File: config.mk
export PLATFORM = sky130hd
export DESIGN_NAME = tbr_router
export DESIGN_NICKNAME = d
export VERILOG_FILES = /design/src/rtl/tbr_pkg.sv /design/src/rtl/tbr_router.sv /design/src/rtl/tbr_pad_source.sv
export SDC_FILE = /design/constraint.sdc
export NUM_CORES = 1
export LEC_CHECK = 0
export BUFFER_PORTS_ARGS = -buffer_cell sky130_fd_sc_hd__buf_2
export CAP_MARGIN = 20
export CORE_MARGIN = 1
export CORE_UTILIZATION = 45
export CTS_CLUSTER_SIZE = 8
export DETAILED_ROUTE_END_ITERATION = 16
export PLACE_DENSITY_LB_ADDON = 0.25
export SYNTH_ARGS = -nofsm -noshare
export SYNTH_HDL_FRONTEND = slang
export SYNTH_SLANG_ARGS = --single-unit
File: constraint.sdc
create_clock -name ref_clk -period 4.6 [get_ports ref_clk]
set_clock_uncertainty 0.1 [all_clocks]
set_input_delay 0 -clock ref_clk [delete_from_list [all_inputs] [get_ports ref_clk]]
set_output_delay 0 -clock ref_clk [all_outputs]
set_load 0.02 [all_outputs]
File: src/rtl/tbr_pkg.sv
package tbr_pkg;

    // register indexes; the byte address is four times the index
    localparam logic [7:0] IDX_MODE = 8'hf0;
    localparam logic [7:0] IDX_SRC = 8'hf1;
    localparam logic [7:0] IDX_SWAP = 8'hf2;
    localparam logic [7:0] IDX_COUNT = 8'hf3;
    localparam logic [7:0] IDX_MAP = 8'hf4;
    localparam logic [7:0] IDX_DAC1 = 8'hf8;
    localparam logic [7:0] IDX_DAC2 = 8'hf9;
    localparam logic [7:0] IDX_CTRL = 8'h17;
    localparam logic [7:0] IDX_CMD = 8'h20;
    localparam logic [7:0] IDX_STAT = 8'h21;

    localparam int unsigned ADDR_W_DEF = 10;
    localparam int unsigned MAP_ENTRIES_DEF = 4;

    localparam logic [7:0] MODE_ANALOG = 8'h01;
    localparam logic [7:0] MODE_DIGITAL = 8'h02;
    localparam logic [7:0] SWAP_ONE = 8'h01;

    localparam logic [7:0] RST_BYTE = 8'h00;
    localparam logic [31:0] RST_MAP = 32'h0000_0000;

    // field positions
    localparam int unsigned CTRL_EN_BIT = 0;
    localparam int unsigned PAD_LSB = 4;
    localparam int unsigned SIG_LSB = 0;
    localparam int unsigned STAT_LVL_LSB = 8;
    localparam int unsigned STAT_DIG_BIT = 16;
    localparam int unsigned STAT_ANA_BIT = 17;

    localparam logic [3:0] SEL_CARRIER = 4'h8;
    localparam logic [3:0] PAD_CODES = 4'h4;

    // pad indexes inside the router
    localparam int unsigned P_IRQ = 0;
    localparam int unsigned P_AUXILIARY_PAD_SECOND = 1;
    localparam int unsigned P_DWL = 2;
    localparam int unsigned P_AUXILIARY_PAD_FIRST = 3;
    localparam int unsigned P_Q = 4;
    localparam int unsigned P_GPO = 5;
    localparam int unsigned NUM_PADS = 6;

    // command pad codes
    localparam logic [3:0] CPAD_Q = 4'h0;
    localparam logic [3:0] CPAD_GPO = 4'h1;
    localparam logic [3:0] CPAD_AUXILIARY_PAD_SECOND = 4'h2;
    localparam logic [3:0] CPAD_AUXILIARY_PAD_FIRST = 4'h3;

    localparam logic [7:0] GRP_CLOCK = 8'h01;
    localparam logic [7:0] GRP_TX = 8'h1b;
    localparam logic [7:0] GRP_TIMER = 8'h1d;
    localparam logic [7:0] GRP_CARD = 8'h30;
    localparam logic [7:0] GRP_TRX = 8'h58;
    localparam logic [7:0] GRP_RXDT = 8'h70;
    localparam logic [7:0] GRP_RXERR = 8'h73;

    localparam logic [7:0] MASK_FULL = 8'hff;
    localparam logic [7:0] MASK_TX = 8'h03;
    localparam logic [7:0] MASK_TIMER = 8'hfc;
    localparam logic [7:0] MASK_RXERR = 8'hc7;
    localparam logic [7:0] MASK_NONE = 8'h00;

    // usable signal codes of a group; zero means a reserved group
    function automatic logic [7:0] tbr_group_mask(input logic [7:0] grp);
        case (grp)
            GRP_CLOCK, GRP_CARD, GRP_TRX, GRP_RXDT: tbr_group_mask = MASK_FULL;
            GRP_TX: tbr_group_mask = MASK_TX;
            GRP_TIMER: tbr_group_mask = MASK_TIMER;
            GRP_RXERR: tbr_group_mask = MASK_RXERR;
            default: tbr_group_mask = MASK_NONE;
        endcase
    endfunction : tbr_group_mask

endpackage : tbr_pkg

File: src/rtl/tbr_router.sv
// Overview of operation
// - mode byte: 1 analog, 2 digital
// - swap byte picks which debug bus routes
// - only pad_map_count table entries applied
// - entry: high nibble pad, low bit
// - pad codes irq auxiliary_pad_second dwl auxiliary_pad_first; rest reserved
// - codes 0-7 bus bit, 8 carrier
// - analog: dac one irq, two auxiliary_pad_second
// - at most two analog, four digital
// - nothing out while enable bit clear
// - command low nibble picks signal; 8 carrier
// - command high nibble picks output pad
// - seven documented group codes
// - command pads Q, general, auxiliary_pad_second, auxiliary_pad_first
// - timer group codes 7 to 2
//
// The implementer's own choice: the Avalon-MM slave port.
`timescale 1ns/1ps
module tbr_router #(
    parameter int unsigned ADDR_W = tbr_pkg::ADDR_W_DEF,
    parameter int unsigned MAP_ENTRIES = tbr_pkg::MAP_ENTRIES_DEF
) (
    input wire logic ref_clk,
    input wire logic rst_n,
    input wire logic [ADDR_W-1:0] address,
    input wire logic read,
    input wire logic write,
    input wire logic [31:0] writedata,
    input wire logic [3:0] byteenable,
    output logic [31:0] readdata,
    output logic waitrequest,
    input wire logic [7:0] debug_bus_zero,
    input wire logic [7:0] debug_bus_one,
    input wire logic [7:0] grp_clock,
    input wire logic [7:0] grp_tx,
    input wire logic [7:0] grp_timer,
    input wire logic [7:0] grp_card,
    input wire logic [7:0] grp_trx,
    input wire logic [7:0] grp_rxdt,
    input wire logic [7:0] grp_rxerr,
    input wire logic carrier_clk_pin,
    output logic irq_pad_out,
    output logic irq_pad_oe,
    output logic aux_second_out,
    output logic aux_second_oe,
    output logic download_request_out,
    output logic download_request_oe,
    output logic aux_first_out,
    output logic aux_first_oe,
    output logic q_pad_out,
    output logic q_pad_oe,
    output logic general_output_out,
    output logic general_output_oe,
    output logic analog_out_one_active,
    output logic analog_out_two_active,
    output logic [7:0] analog_out_one_sel,
    output logic [7:0] analog_out_two_sel
);
    import tbr_pkg::*;

    if (ADDR_W < 10) begin : g_chk_addr
        $error("ADDR_W must be at least 10");
    end
    if ((MAP_ENTRIES < 1) || (MAP_ENTRIES > 4)) begin : g_chk_map
        $error("MAP_ENTRIES must be 1 to 4");
    end

    function automatic logic hit(input logic [ADDR_W-1:0] a,
                                 input logic [7:0] idx);
        hit = (a == ADDR_W'({idx, 2'b00}));
    endfunction : hit

    logic ack;
    logic wr;
    logic [7:0] test_bus_mode_select;
    logic [7:0] test_bus_source_select;
    logic [7:0] test_bus_swap_control;
    logic [7:0] pad_map_count;
    logic [31:0] pad_map_table;
    logic [7:0] analog_out_one_source;
    logic [7:0] analog_out_two_source;
    logic debug_output_enable;
    logic [7:0] cmd_signal_select;
    logic cmd_valid;
    logic car_s1;
    logic car_s2;
    logic [NUM_PADS-1:0] pad_lvl;
    logic [NUM_PADS-1:0] pad_oe;
    logic [NUM_PADS-1:0] next_lvl;
    logic [NUM_PADS-1:0] next_oe;
    logic debug_on;
    logic analog_on;
    logic [7:0] routed_bus;
    logic [7:0] grp_bits;
    logic [7:0] grp_mask;
    logic [MAP_ENTRIES-1:0] tab_lvl;
    logic [MAP_ENTRIES-1:0] tab_act;
    logic cmd_lvl;
    logic cmd_act;
    logic cmd_drives;
    logic [31:0] next_rd;

    // one wait cycle per access keeps the decode off the bus path
    always_ff @(posedge ref_clk) begin
        if (!rst_n) begin
            ack <= 1'b0;
        end else begin
            ack <= (read || write) && !ack;
        end
    end
    assign waitrequest = !ack;
    assign wr = write && ack;

    always_comb begin
        next_rd = 32'h0000_0000;
        if (hit(address, IDX_MODE)) begin
            next_rd[7:0] = test_bus_mode_select;
        end else if (hit(address, IDX_SRC)) begin
            next_rd[7:0] = test_bus_source_select;
        end else if (hit(address, IDX_SWAP)) begin
            next_rd[7:0] = test_bus_swap_control;
        end else if (hit(address, IDX_COUNT)) begin
            next_rd[7:0] = pad_map_count;
        end else if (hit(address, IDX_MAP)) begin
            next_rd = pad_map_table;
        end else if (hit(address, IDX_DAC1)) begin
            next_rd[7:0] = analog_out_one_source;
        end else if (hit(address, IDX_DAC2)) begin
            next_rd[7:0] = analog_out_two_source;
        end else if (hit(address, IDX_CTRL)) begin
            next_rd[CTRL_EN_BIT] = debug_output_enable;
        end else if (hit(address, IDX_CMD)) begin
            next_rd[15:0] = {cmd_signal_select, test_bus_source_select};
        end else if (hit(address, IDX_STAT)) begin
            next_rd[NUM_PADS-1:0] = pad_oe;
            next_rd[STAT_LVL_LSB +: NUM_PADS] = pad_lvl;
            next_rd[STAT_DIG_BIT] = debug_on;
            next_rd[STAT_ANA_BIT] = analog_on;
        end
    end

    always_ff @(posedge ref_clk) begin
        if (!rst_n) begin
            readdata <= 32'h0000_0000;
        end else if (read && !ack) begin
            readdata <= next_rd;
        end
    end

    always_ff @(posedge ref_clk) begin
        if (!rst_n) begin
            test_bus_mode_select <= RST_BYTE;
            test_bus_swap_control <= RST_BYTE;
            pad_map_count <= RST_BYTE;
            analog_out_one_source <= RST_BYTE;
            analog_out_two_source <= RST_BYTE;
            debug_output_enable <= 1'b0;
        end else if (wr && byteenable[0]) begin
            if (hit(address, IDX_MODE)) begin
                test_bus_mode_select <= writedata[7:0];
            end
            if (hit(address, IDX_SWAP)) begin
                test_bus_swap_control <= writedata[7:0];
            end
            if (hit(address, IDX_COUNT)) begin
                pad_map_count <= writedata[7:0];
            end
            if (hit(address, IDX_DAC1)) begin
                analog_out_one_source <= writedata[7:0];
            end
            if (hit(address, IDX_DAC2)) begin
                analog_out_two_source <= writedata[7:0];
            end
            if (hit(address, IDX_CTRL)) begin
                debug_output_enable <= writedata[CTRL_EN_BIT];
            end
        end
    end

    for (genvar b = 0; b < 4; b++) begin : g_map_lane
        always_ff @(posedge ref_clk) begin
            if (!rst_n) begin
                pad_map_table[8*b +: 8] <= RST_MAP[8*b +: 8];
            end else if (wr && byteenable[b] && hit(address, IDX_MAP)) begin
                pad_map_table[8*b +: 8] <= writedata[8*b +: 8];
            end
        end
    end

    // a command needs both parameter bytes in one write
    always_ff @(posedge ref_clk) begin
        if (!rst_n) begin
            test_bus_source_select <= RST_BYTE;
            cmd_signal_select <= RST_BYTE;
            cmd_valid <= 1'b0;
        end else if (wr && hit(address, IDX_CMD) && (&byteenable[1:0])) begin
            test_bus_source_select <= writedata[7:0];
            cmd_signal_select <= writedata[15:8];
            cmd_valid <= 1'b1;
        end else if (wr && byteenable[0] && hit(address, IDX_SRC)) begin
            test_bus_source_select <= writedata[7:0];
        end
    end

    always_ff @(posedge ref_clk) begin
        if (!rst_n) begin
            car_s1 <= 1'b0;
            car_s2 <= 1'b0;
        end else begin
            car_s1 <= carrier_clk_pin;
            car_s2 <= car_s1;
        end
    end

    assign debug_on = debug_output_enable && (test_bus_mode_select == MODE_DIGITAL);
    assign analog_on = debug_output_enable && (test_bus_mode_select == MODE_ANALOG);
    assign routed_bus = (test_bus_swap_control == SWAP_ONE) ? debug_bus_one
                                                            : debug_bus_zero;

    // entries beyond the count stay off
    for (genvar i = 0; i < MAP_ENTRIES; i++) begin : g_entry
        tbr_pad_source u_src (
            .en(debug_on && (pad_map_count > 8'(i))
                && !(cmd_drives && (i == 3))),
            .sel(pad_map_table[8*i+SIG_LSB +: 4]),
            .bits(routed_bus),
            .mask(MASK_FULL),
            .carrier(car_s2),
            .level(tab_lvl[i]),
            .active(tab_act[i])
        );
    end

    always_comb begin
        case (test_bus_source_select)
            GRP_CLOCK: grp_bits = grp_clock;
            GRP_TX: grp_bits = grp_tx;
            GRP_TIMER: grp_bits = grp_timer;
            GRP_CARD: grp_bits = grp_card;
            GRP_TRX: grp_bits = grp_trx;
            GRP_RXDT: grp_bits = grp_rxdt;
            GRP_RXERR: grp_bits = grp_rxerr;
            default: grp_bits = 8'h00;
        endcase
    end
    assign grp_mask = tbr_group_mask(test_bus_source_select);

    tbr_pad_source u_cmd (
        .en(debug_on && cmd_valid),
        .sel(cmd_signal_select[SIG_LSB +: 4]),
        .bits(grp_bits),
        .mask(grp_mask),
        .carrier(car_s2),
        .level(cmd_lvl),
        .active(cmd_act)
    );
    // a driving command displaces entry three, keeping four pads
    assign cmd_drives = cmd_act
        && (cmd_signal_select[PAD_LSB +: 4] < PAD_CODES);

    // the command wins a shared aux pad; lower table entries win ties
    always_comb begin
        next_lvl = '0;
        next_oe = '0;
        for (int k = MAP_ENTRIES - 1; k >= 0; k--) begin
            if (tab_act[k] && (pad_map_table[8*k+PAD_LSB +: 4] < PAD_CODES)) begin
                next_oe[pad_map_table[8*k+PAD_LSB +: 2]] = 1'b1;
                next_lvl[pad_map_table[8*k+PAD_LSB +: 2]] = tab_lvl[k];
            end
        end
        if (cmd_act) begin
            case (cmd_signal_select[PAD_LSB +: 4])
                CPAD_Q: begin
                    next_oe[P_Q] = 1'b1;
                    next_lvl[P_Q] = cmd_lvl;
                end
                CPAD_GPO: begin
                    next_oe[P_GPO] = 1'b1;
                    next_lvl[P_GPO] = cmd_lvl;
                end
                CPAD_AUXILIARY_PAD_SECOND: begin
                    next_oe[P_AUXILIARY_PAD_SECOND] = 1'b1;
                    next_lvl[P_AUXILIARY_PAD_SECOND] = cmd_lvl;
                end
                CPAD_AUXILIARY_PAD_FIRST: begin
                    next_oe[P_AUXILIARY_PAD_FIRST] = 1'b1;
                    next_lvl[P_AUXILIARY_PAD_FIRST] = cmd_lvl;
                end
                default: begin
                end
            endcase
        end
    end

    always_ff @(posedge ref_clk) begin
        if (!rst_n) begin
            pad_lvl <= '0;
            pad_oe <= '0;
        end else begin
            pad_lvl <= next_lvl;
            pad_oe <= next_oe;
        end
    end

    // dac sources to irq and auxiliary_pad_second
    always_ff @(posedge ref_clk) begin
        if (!rst_n) begin
            analog_out_one_active <= 1'b0;
            analog_out_two_active <= 1'b0;
            analog_out_one_sel <= RST_BYTE;
            analog_out_two_sel <= RST_BYTE;
        end else begin
            analog_out_one_active <= analog_on;
            analog_out_two_active <= analog_on;
            analog_out_one_sel <= analog_out_one_source;
            analog_out_two_sel <= analog_out_two_source;
        end
    end

    assign irq_pad_out = pad_lvl[P_IRQ];
    assign irq_pad_oe = pad_oe[P_IRQ];
    assign aux_second_out = pad_lvl[P_AUXILIARY_PAD_SECOND];
    assign aux_second_oe = pad_oe[P_AUXILIARY_PAD_SECOND];
    assign download_request_out = pad_lvl[P_DWL];
    assign download_request_oe = pad_oe[P_DWL];
    assign aux_first_out = pad_lvl[P_AUXILIARY_PAD_FIRST];
    assign aux_first_oe = pad_oe[P_AUXILIARY_PAD_FIRST];
    assign q_pad_out = pad_lvl[P_Q];
    assign q_pad_oe = pad_oe[P_Q];
    assign general_output_out = pad_lvl[P_GPO];
    assign general_output_oe = pad_oe[P_GPO];
endmodule : tbr_router

File: src/rtl/tbr_pad_source.sv
`timescale 1ns/1ps
module tbr_pad_source (
    input wire logic en,
    input wire logic [3:0] sel,
    input wire logic [7:0] bits,
    input wire logic [7:0] mask,
    input wire logic carrier,
    output logic level,
    output logic active
);
    import tbr_pkg::*;

    always_comb begin
        level = 1'b0;
        active = 1'b0;
        if (en && (mask != MASK_NONE)) begin
            if (sel == SEL_CARRIER) begin
                active = 1'b1;
                level = carrier;
            end else if (!sel[3] && mask[sel[2:0]]) begin
                active = 1'b1;
                level = bits[sel[2:0]];
            end
        end
    end

endmodule : tbr_pad_source

# Yosys cells after proc, flatten, opt, wreduce, memory -nomap -nowiden
# Memory sizes are Yosys's and may differ from the RTL's. A register that Yosys moved wholly into a read port is not among the register bits.
# Index checks and enable logic that the tools add are counted.
[word_totals]
register_bits = 154
mem_bits_ro = 32
in_bits = 123
memories = 4
[mem_list]
columns = ["memory", "words", "word_bits", "read_ports", "rd_ports_with_merged_regs", "write_ports", "line", "rtl"]
rows = [
  ["(name not given)", 8, 1, 1, 1, 0, "tbr_pad_source.sv:20", "end else if (!sel[3] && mask[sel[2:0]]) begin"],
  ["(name not given)", 8, 1, 1, 1, 0, "tbr_pad_source.sv:20", ""],
  ["(name not given)", 8, 1, 1, 1, 0, "tbr_pad_source.sv:20", ""],
  ["(name not given)", 8, 1, 1, 1, 0, "tbr_pad_source.sv:20", ""],
]
[op_classes]
magnitude_cmp = 22
n_eq_ne = 28
muxes = 114
n_bitwise = 4
n_reduce_logical = 56
[op_table]
columns = ["op", "n"]
rows = [
  ["$mux 24", 4],
  ["$mux 8", 9],
  ["$eq 10x10->1 const B", 7],
  ["$mux 6", 11],
  ["$pmux 8 s7", 1],
  ["$mux 1", 55],
  ["$logic_and 1x1->1", 37],
  ["$pmux 8 s4", 1],
  ["$mux 3", 10],
  ["$eq 8x1->1 const B", 3],
  ["$eq 8x7->1 const B", 3],
  ["$eq 10x8->1 const B", 2],
  ["$eq 4x4->1 const B", 5],
  ["$lt 3x4->1 const B", 5],
  ["$lt 4x3->1 const B", 5],
  ["$mux 10", 2],
  ["$bmux 1 s3", 6],
  ["$bwmux 6", 3],
  ["$mux 18", 1],
  ["$or 6x4->6", 3],
  ["$mux 17", 1],
  ["$eq 8x5->1 const B", 2],
  ["$gt 8x1->1 const B", 2],
  ["$gt 8x2->1 const B", 2],
  ["19 further kinds", 44],
]

# Logic depth before layout (Yosys ltp)
[logic_depth]
ltp_word = 23
depth_mapped = 10

# Cells and area by module
# From an unflattened synthesis, not the netlist that was laid out.
[hier_totals]
hier_cells = 986
area_unflattened_um2 = 8478.1
[modules_own_cells]
columns = ["module", "n_inst", "cells_per_inst", "area_each_um2", "seq_area_each_um2"]
rows = [
  ["tbr_router", 1, 821, 7283.2, 3083.0],
  ["tbr_pad_source", 5, 33, 239.0, 0.0],
]

# Worst setup path before layout
# OpenSTA, ideal clock, no wires.
[synth_path]
path_type = "reg2reg"
start = "register test_bus_source_select[7]"
end = "register pad_lvl[3]"
t_arrival_ns = 2.370
slack_ns = 2.012
path_stages_with_launch = 11
cell_sequence = "dfxtp_1 -> buf_6 -> nor4b_4 -> and3_1 -> buf_4 -> a211oi_2 -> a211o_1 -> a2111oi_4 -> nor3_1 -> a41o_1 -> o221a_1"
[synth_via]
elab_chain_cells = 23
[synth_lines]
columns = ["element", "line", "rtl"]
rows = [
  ["from (decl)", "tbr_router.sv:76", "logic [7:0] test_bus_source_select;"],
  ["from (signal assigned)", "tbr_router.sv:197", "test_bus_source_select <= writedata[7:0];"],
  ["from (signal assigned)", "tbr_router.sv:201", "test_bus_source_select <= writedata[7:0];"],
  ["$eq 8x1->1 (tied with other cells)", "tbr_pkg.sv:67, tbr_router.sv:235", ""],
  ["$reduce_or 4->1", "tbr_pkg.sv:67", "case (grp)"],
  ["$pmux 8 s4", "tbr_pkg.sv:67", ""],
  ["$bmux 1 s3", "tbr_pad_source.sv:20", ""],
  ["$mux 1 (not written as such)", "tbr_pad_source.sv:20", ""],
  ["$logic_and 1x1->1", "tbr_pad_source.sv:20", ""],
  ["$mux 1", "tbr_pad_source.sv:20", ""],
  ["$mux 1", "tbr_pad_source.sv:17", "if (sel == SEL_CARRIER) begin"],
  ["(+7 left out)", "n/a", ""],
  ["$bwmux 6", "tbr_router.sv:268", "next_lvl[pad_map_table[8*k+PAD_LSB +: 2]] = tab_lvl[k];"],
  ["$mux 6", "tbr_router.sv:266", "if (tab_act[k] && (pad_map_table[8*k+PAD_LSB +: 4] < PAD_CODES)) begin"],
  ["$bwmux 6", "tbr_router.sv:268", ""],
  ["$mux 6", "tbr_router.sv:266", ""],
  ["$bwmux 6", "tbr_router.sv:268", ""],
  ["$mux 6", "tbr_router.sv:266", ""],
  ["$mux 1", "tbr_router.sv:272", "case (cmd_signal_select[PAD_LSB +: 4])"],
  ["$mux 3 *", "tbr_router.sv:271", "if (cmd_act) begin"],
  ["to (signal assigned)", "tbr_router.sv:300", "pad_lvl <= next_lvl;"],
  ["to (decl)", "tbr_router.sv:87", "logic [NUM_PADS-1:0] pad_lvl;"],
]
# Every way passes the cells marked *; elsewhere a longest branch is shown, timed or not. The select of a mux whose other input is x is not followed.
# A chain may end at the register's enable or synchronous reset.

# Worst setup path in the final report
[layout_path]
start = "register test_bus_source_select[1]"
end = "register pad_oe[3]"
[layout_via]
elab_chain_cells = 23
[layout_lines]
columns = ["element", "line", "rtl"]
rows = [
  ["$eq 8x1->1 (tied with other cells)", "tbr_pkg.sv:67", ""],
  ["$reduce_or 4->1", "tbr_pkg.sv:67", ""],
  ["$pmux 8 s4 *", "tbr_pkg.sv:67", ""],
  ["$bmux 1 s3", "tbr_pad_source.sv:20", ""],
  ["$mux 1 (not written as such)", "tbr_pad_source.sv:20", ""],
  ["$logic_and 1x1->1", "tbr_pad_source.sv:20", ""],
  ["$mux 1", "tbr_pad_source.sv:20", ""],
  ["$mux 1", "tbr_pad_source.sv:17", ""],
  ["(+7 left out)", "n/a", ""],
  ["$or 6x4->6 (no line)", "n/a", ""],
  ["$mux 6", "tbr_router.sv:266", ""],
  ["$or 6x4->6 (no line)", "n/a", ""],
  ["$mux 6", "tbr_router.sv:266", ""],
  ["$or 6x4->6 (no line)", "n/a", ""],
  ["$mux 6", "tbr_router.sv:266", ""],
  ["$mux 1", "tbr_router.sv:272", ""],
  ["$mux 3 *", "tbr_router.sv:271", ""],
  ["to (signal assigned)", "tbr_router.sv:301", "pad_oe <= next_oe;"],
  ["to (decl)", "tbr_router.sv:88", "logic [NUM_PADS-1:0] pad_oe;"],
]
# Marks and branches as above.

==> metrics.md <==
| Metric | Value |
|---|---|
| Post-synth EDFFs | 0 |
| Antenna cells | 0 |
| Top cells by area, synth | dfxtp_1, nand2_1, a21oi_1, mux2i_1, nor2_1 |
| Starting Density | 0.462 |
| Max-slew violation total from the final report | 0 |
| Clock transition at the registers of the reported paths | 0.06 ns |
| WL final | 27400 um |
| VDD IR max | 0.000282 V |
| Hold Vio Cnt, Final | 0 |
| Overflow after GRT | 0 |
| Layout area overhead | 23.1% |
| M2 GR Usage | 0.462 |
| Drt first pass iters | 9 |
| PD cells | 290 nW/um^2 |
| Total chip power | roughly 2.9 mW |
| GRT busiest layer | met2 |
| Main synth FF type | dfxtp_1 |
| Post-route minimum period | roughly 3.2 ns |
| Post-synth top area cell | dfxtp_1 |
| GRT met3 Usage | 0.0591 |
| Mapped cell area | 8020 um^2 |
| Initial antenna violation count | 0 |
| Via Count | 8382 |
| Mapped Cells | 986 |
| Total global-route track usage | 0.297 |
| Worst skew pair latency | 0.43 ns |
| Routed WL per cell | around 20 um |
| RD Place Congestion | 0.941 |
| Post-synth cell types | 83 |
| First-pass GRT wire length | 41500 um |
| Critical path type | reg2reg |
| Logic pwr share | 0.075 |
| CTS tree | done |
| Setup TNS | 0 ns |
| DR DRC count | 0 |
| Maximum clock path buffer count | 2 |
| Worst-path maximum fanout | 17 |
| Die area | between 15000 and 20000 um^2 |
| Total CTS buffers | 17 |
| Root Buffer | clkbuf_16 |
| Syn Area/Cell | 8.13 um^2 |
| Io pins | 186 |
| Met1 Usage GRT | 0.397 |
| 1st-iter DRT viols | 877 |
| RSZ-0062 raised after global routing | false |
| Sequential power share | 0.470 |
| Die Width | 135 um |
| CP Capture Type | flip-flop |
| Core Region | 17400 um^2 |
| Fraction of layout cells with a size suffix above 1 | 0.230 |
| Largest net degree at the start of global routing | 59 |
| Max-Cap Viols | 0 |
| Yosys reg bits | around 150 |
| Final setup fails | 0 |
| Hpwl dp | 19600 um |
| Port Buffers | roughly 190 |
| Vias in the first global route | roughly 7600 |
| Worst slew pin tran | 1.12 ns |
| Leak Pwr | between 4 and 5 nW |
| Nets | 1285 |
| Row cnt | 48 |
| Tcrit/Tclk final | 0.697 |
| Yosys warns | 0 |
| Switch share | 0.256 |
| Clk sinks | 154 |
| Worst Setup Start Kind | flip-flop |
| Sequential share of the synthesized area | 0.384 |
| Most common library cells after synthesis | nand2_1, dfxtp_1, a21oi_1 |
| HP Class | in2reg |
| DP Worst Slack | 1.46 ns |
| Worst Path Required | 4.78 ns |
| Top cell type's share of synthesized area | 0.384 |
| Die Y | 135 um |
| FFs w/ async S/R, synth | 0 |
| Most common cell in the synthesized netlist | nand2_1 |
| Synth Net Count | 1109 |
| ANT nets after route | 0 |
| Internal | 2.13 mW |
| NetSw | 0.734 mW |
| Setup ws final | around 1.4 ns |
| Power share of the clock group | 0.456 |
| Via density | between 5 and 6 |
| CP arrival | 3.38 ns |
| H-tree Lvls | 4 |
| Status | completed |
| Slew margin rel. | 0.252 |
| Fmax | 312 MHz |
[path summary, 6_finish.rpt]
| check | start | endpoint | slack, ns | depth (start not counted) |
|---|---|---|---|---|
| setup / recovery | test_bus_source_select[1]$_SDFFE_PN0P_ | pad_oe[3]$_SDFF_PN0_ | 1.39 | 8 |
| hold / removal | byteenable[1] | cmd_valid$_SDFFE_PN0P_ | 0.03 | 3 |
| hold reg to reg | car_s1$_SDFF_PN0_ | car_s2$_SDFF_PN0_ | 0.34 | 1 |
| setup reg to reg | test_bus_source_select[1]$_SDFFE_PN0P_ | pad_oe[3]$_SDFF_PN0_ | 1.39 | 8 |
[per-layer routing]
metal | vias to the layer above | routed length, um
li1 | 3957 | -
met1 | 3942 | 11800
met2 | 423 | 12400
met3 | 60 | 2310
met4 | 0 | 851
met5 | - | 0
[state kept, by name, summed over array words and instances, names as in the netlist]
signal,cells
cmd_signal_select,8
ack,1
readdata,32
cmd_valid,1
pad_map_count,8
pad_oe,6
analog_out_two_sel,8
test_bus_swap_control,8
analog_out_two_source,8
car_s2,1
test_bus_source_select,8
debug_output_enable,1
analog_out_one_sel,8
pad_map_table,32
test_bus_mode_select,8
pad_lvl,6
car_s1,1
analog_out_two_active,1
analog_out_one_source,8
[power groups by stage]
stage | logic, mW | registers [mW] | clock network [mW]
after detailed placement | 0.185 | 1.38 | 0
after floorplan | 0.0768 | 1.38 | 0
after global placement | 0.188 | 1.38 | 0
after global routing | 0.227 | 1.35 | 1.38
after CTS | 0.210 | 1.35 | 1.32
final | 0.214 | 1.35 | 1.31
[timing repair]
item                                   4_1_cts  5_1_grt
setup buffers                                0        0
hold buffers                                37        0
resized for setup                            0        0
endpoints found under the hold margin       98        0
[metrics by stage]
step	cell area, um^2	hold WS (ns)	std cells	util
after floorplan	8020	0.0273	986	-
after global placement	8960	0.106	1331	0.516
after detailed placement	8960	0.113	1331	0.516
after CTS	9870	0.0292	1400	0.569
after global routing	9870	0.0517	1400	0.569
final	9870	0.0334	1400	0.569
[final cells by class]
class,count,area [um^2]
Fill cell,1601,7480
Multi-Input combinational cell,745,4560
Sequential cell,154,3080
Timing Repair Buffer,230,1360
Clock buffer,18,429
Tap cell,225,282
Clock inverter,14,111
Inverter,14,53.8
[critical path: stages (launching register included)]
cell	delay [ns]
dfxtp_1	0.49
nor4b_4	0.57
and3_1	0.38
a211oi_2	0.07
a211o_1	0.37
a2111oi_4	0.49
nor3_1	0.17
a311oi_1	0.31
a21oi_1	0.11
[placed cells by master, fill, tap and decap left out, types with 11 or more instances in the layout]
cell           instances
buf_2                185
inv_1                 13
a31oi_1               21
nand4_1               11
mux2i_1               37
nor3_1                18
and2_1                22
dfxtp_1              154
o21ai_0               32
and3_1                13
nand3_1               50
a21oi_1               96
a22oi_1               18
clkbuf_16             17
dlygate4sd3_1         37
nand3b_1              11
nor2_1                70
nand2_1              166
[kinds of logic (layout without fill, tap and decap cells)]
logic type / count (synthesis) / after routing / share of synthesized area
AO/OA/AOI/OAI: 243 / 243 / 0.199
buffers and inverters: 87 / 276 / 0.0474
flip-flops: 154 / 154 / 0.384
multiplexers: 53 / 53 / 0.0771
AND/OR/NAND/NOR: 449 / 449 / 0.292
Note: power is estimated with default switching activity, not from simulation.
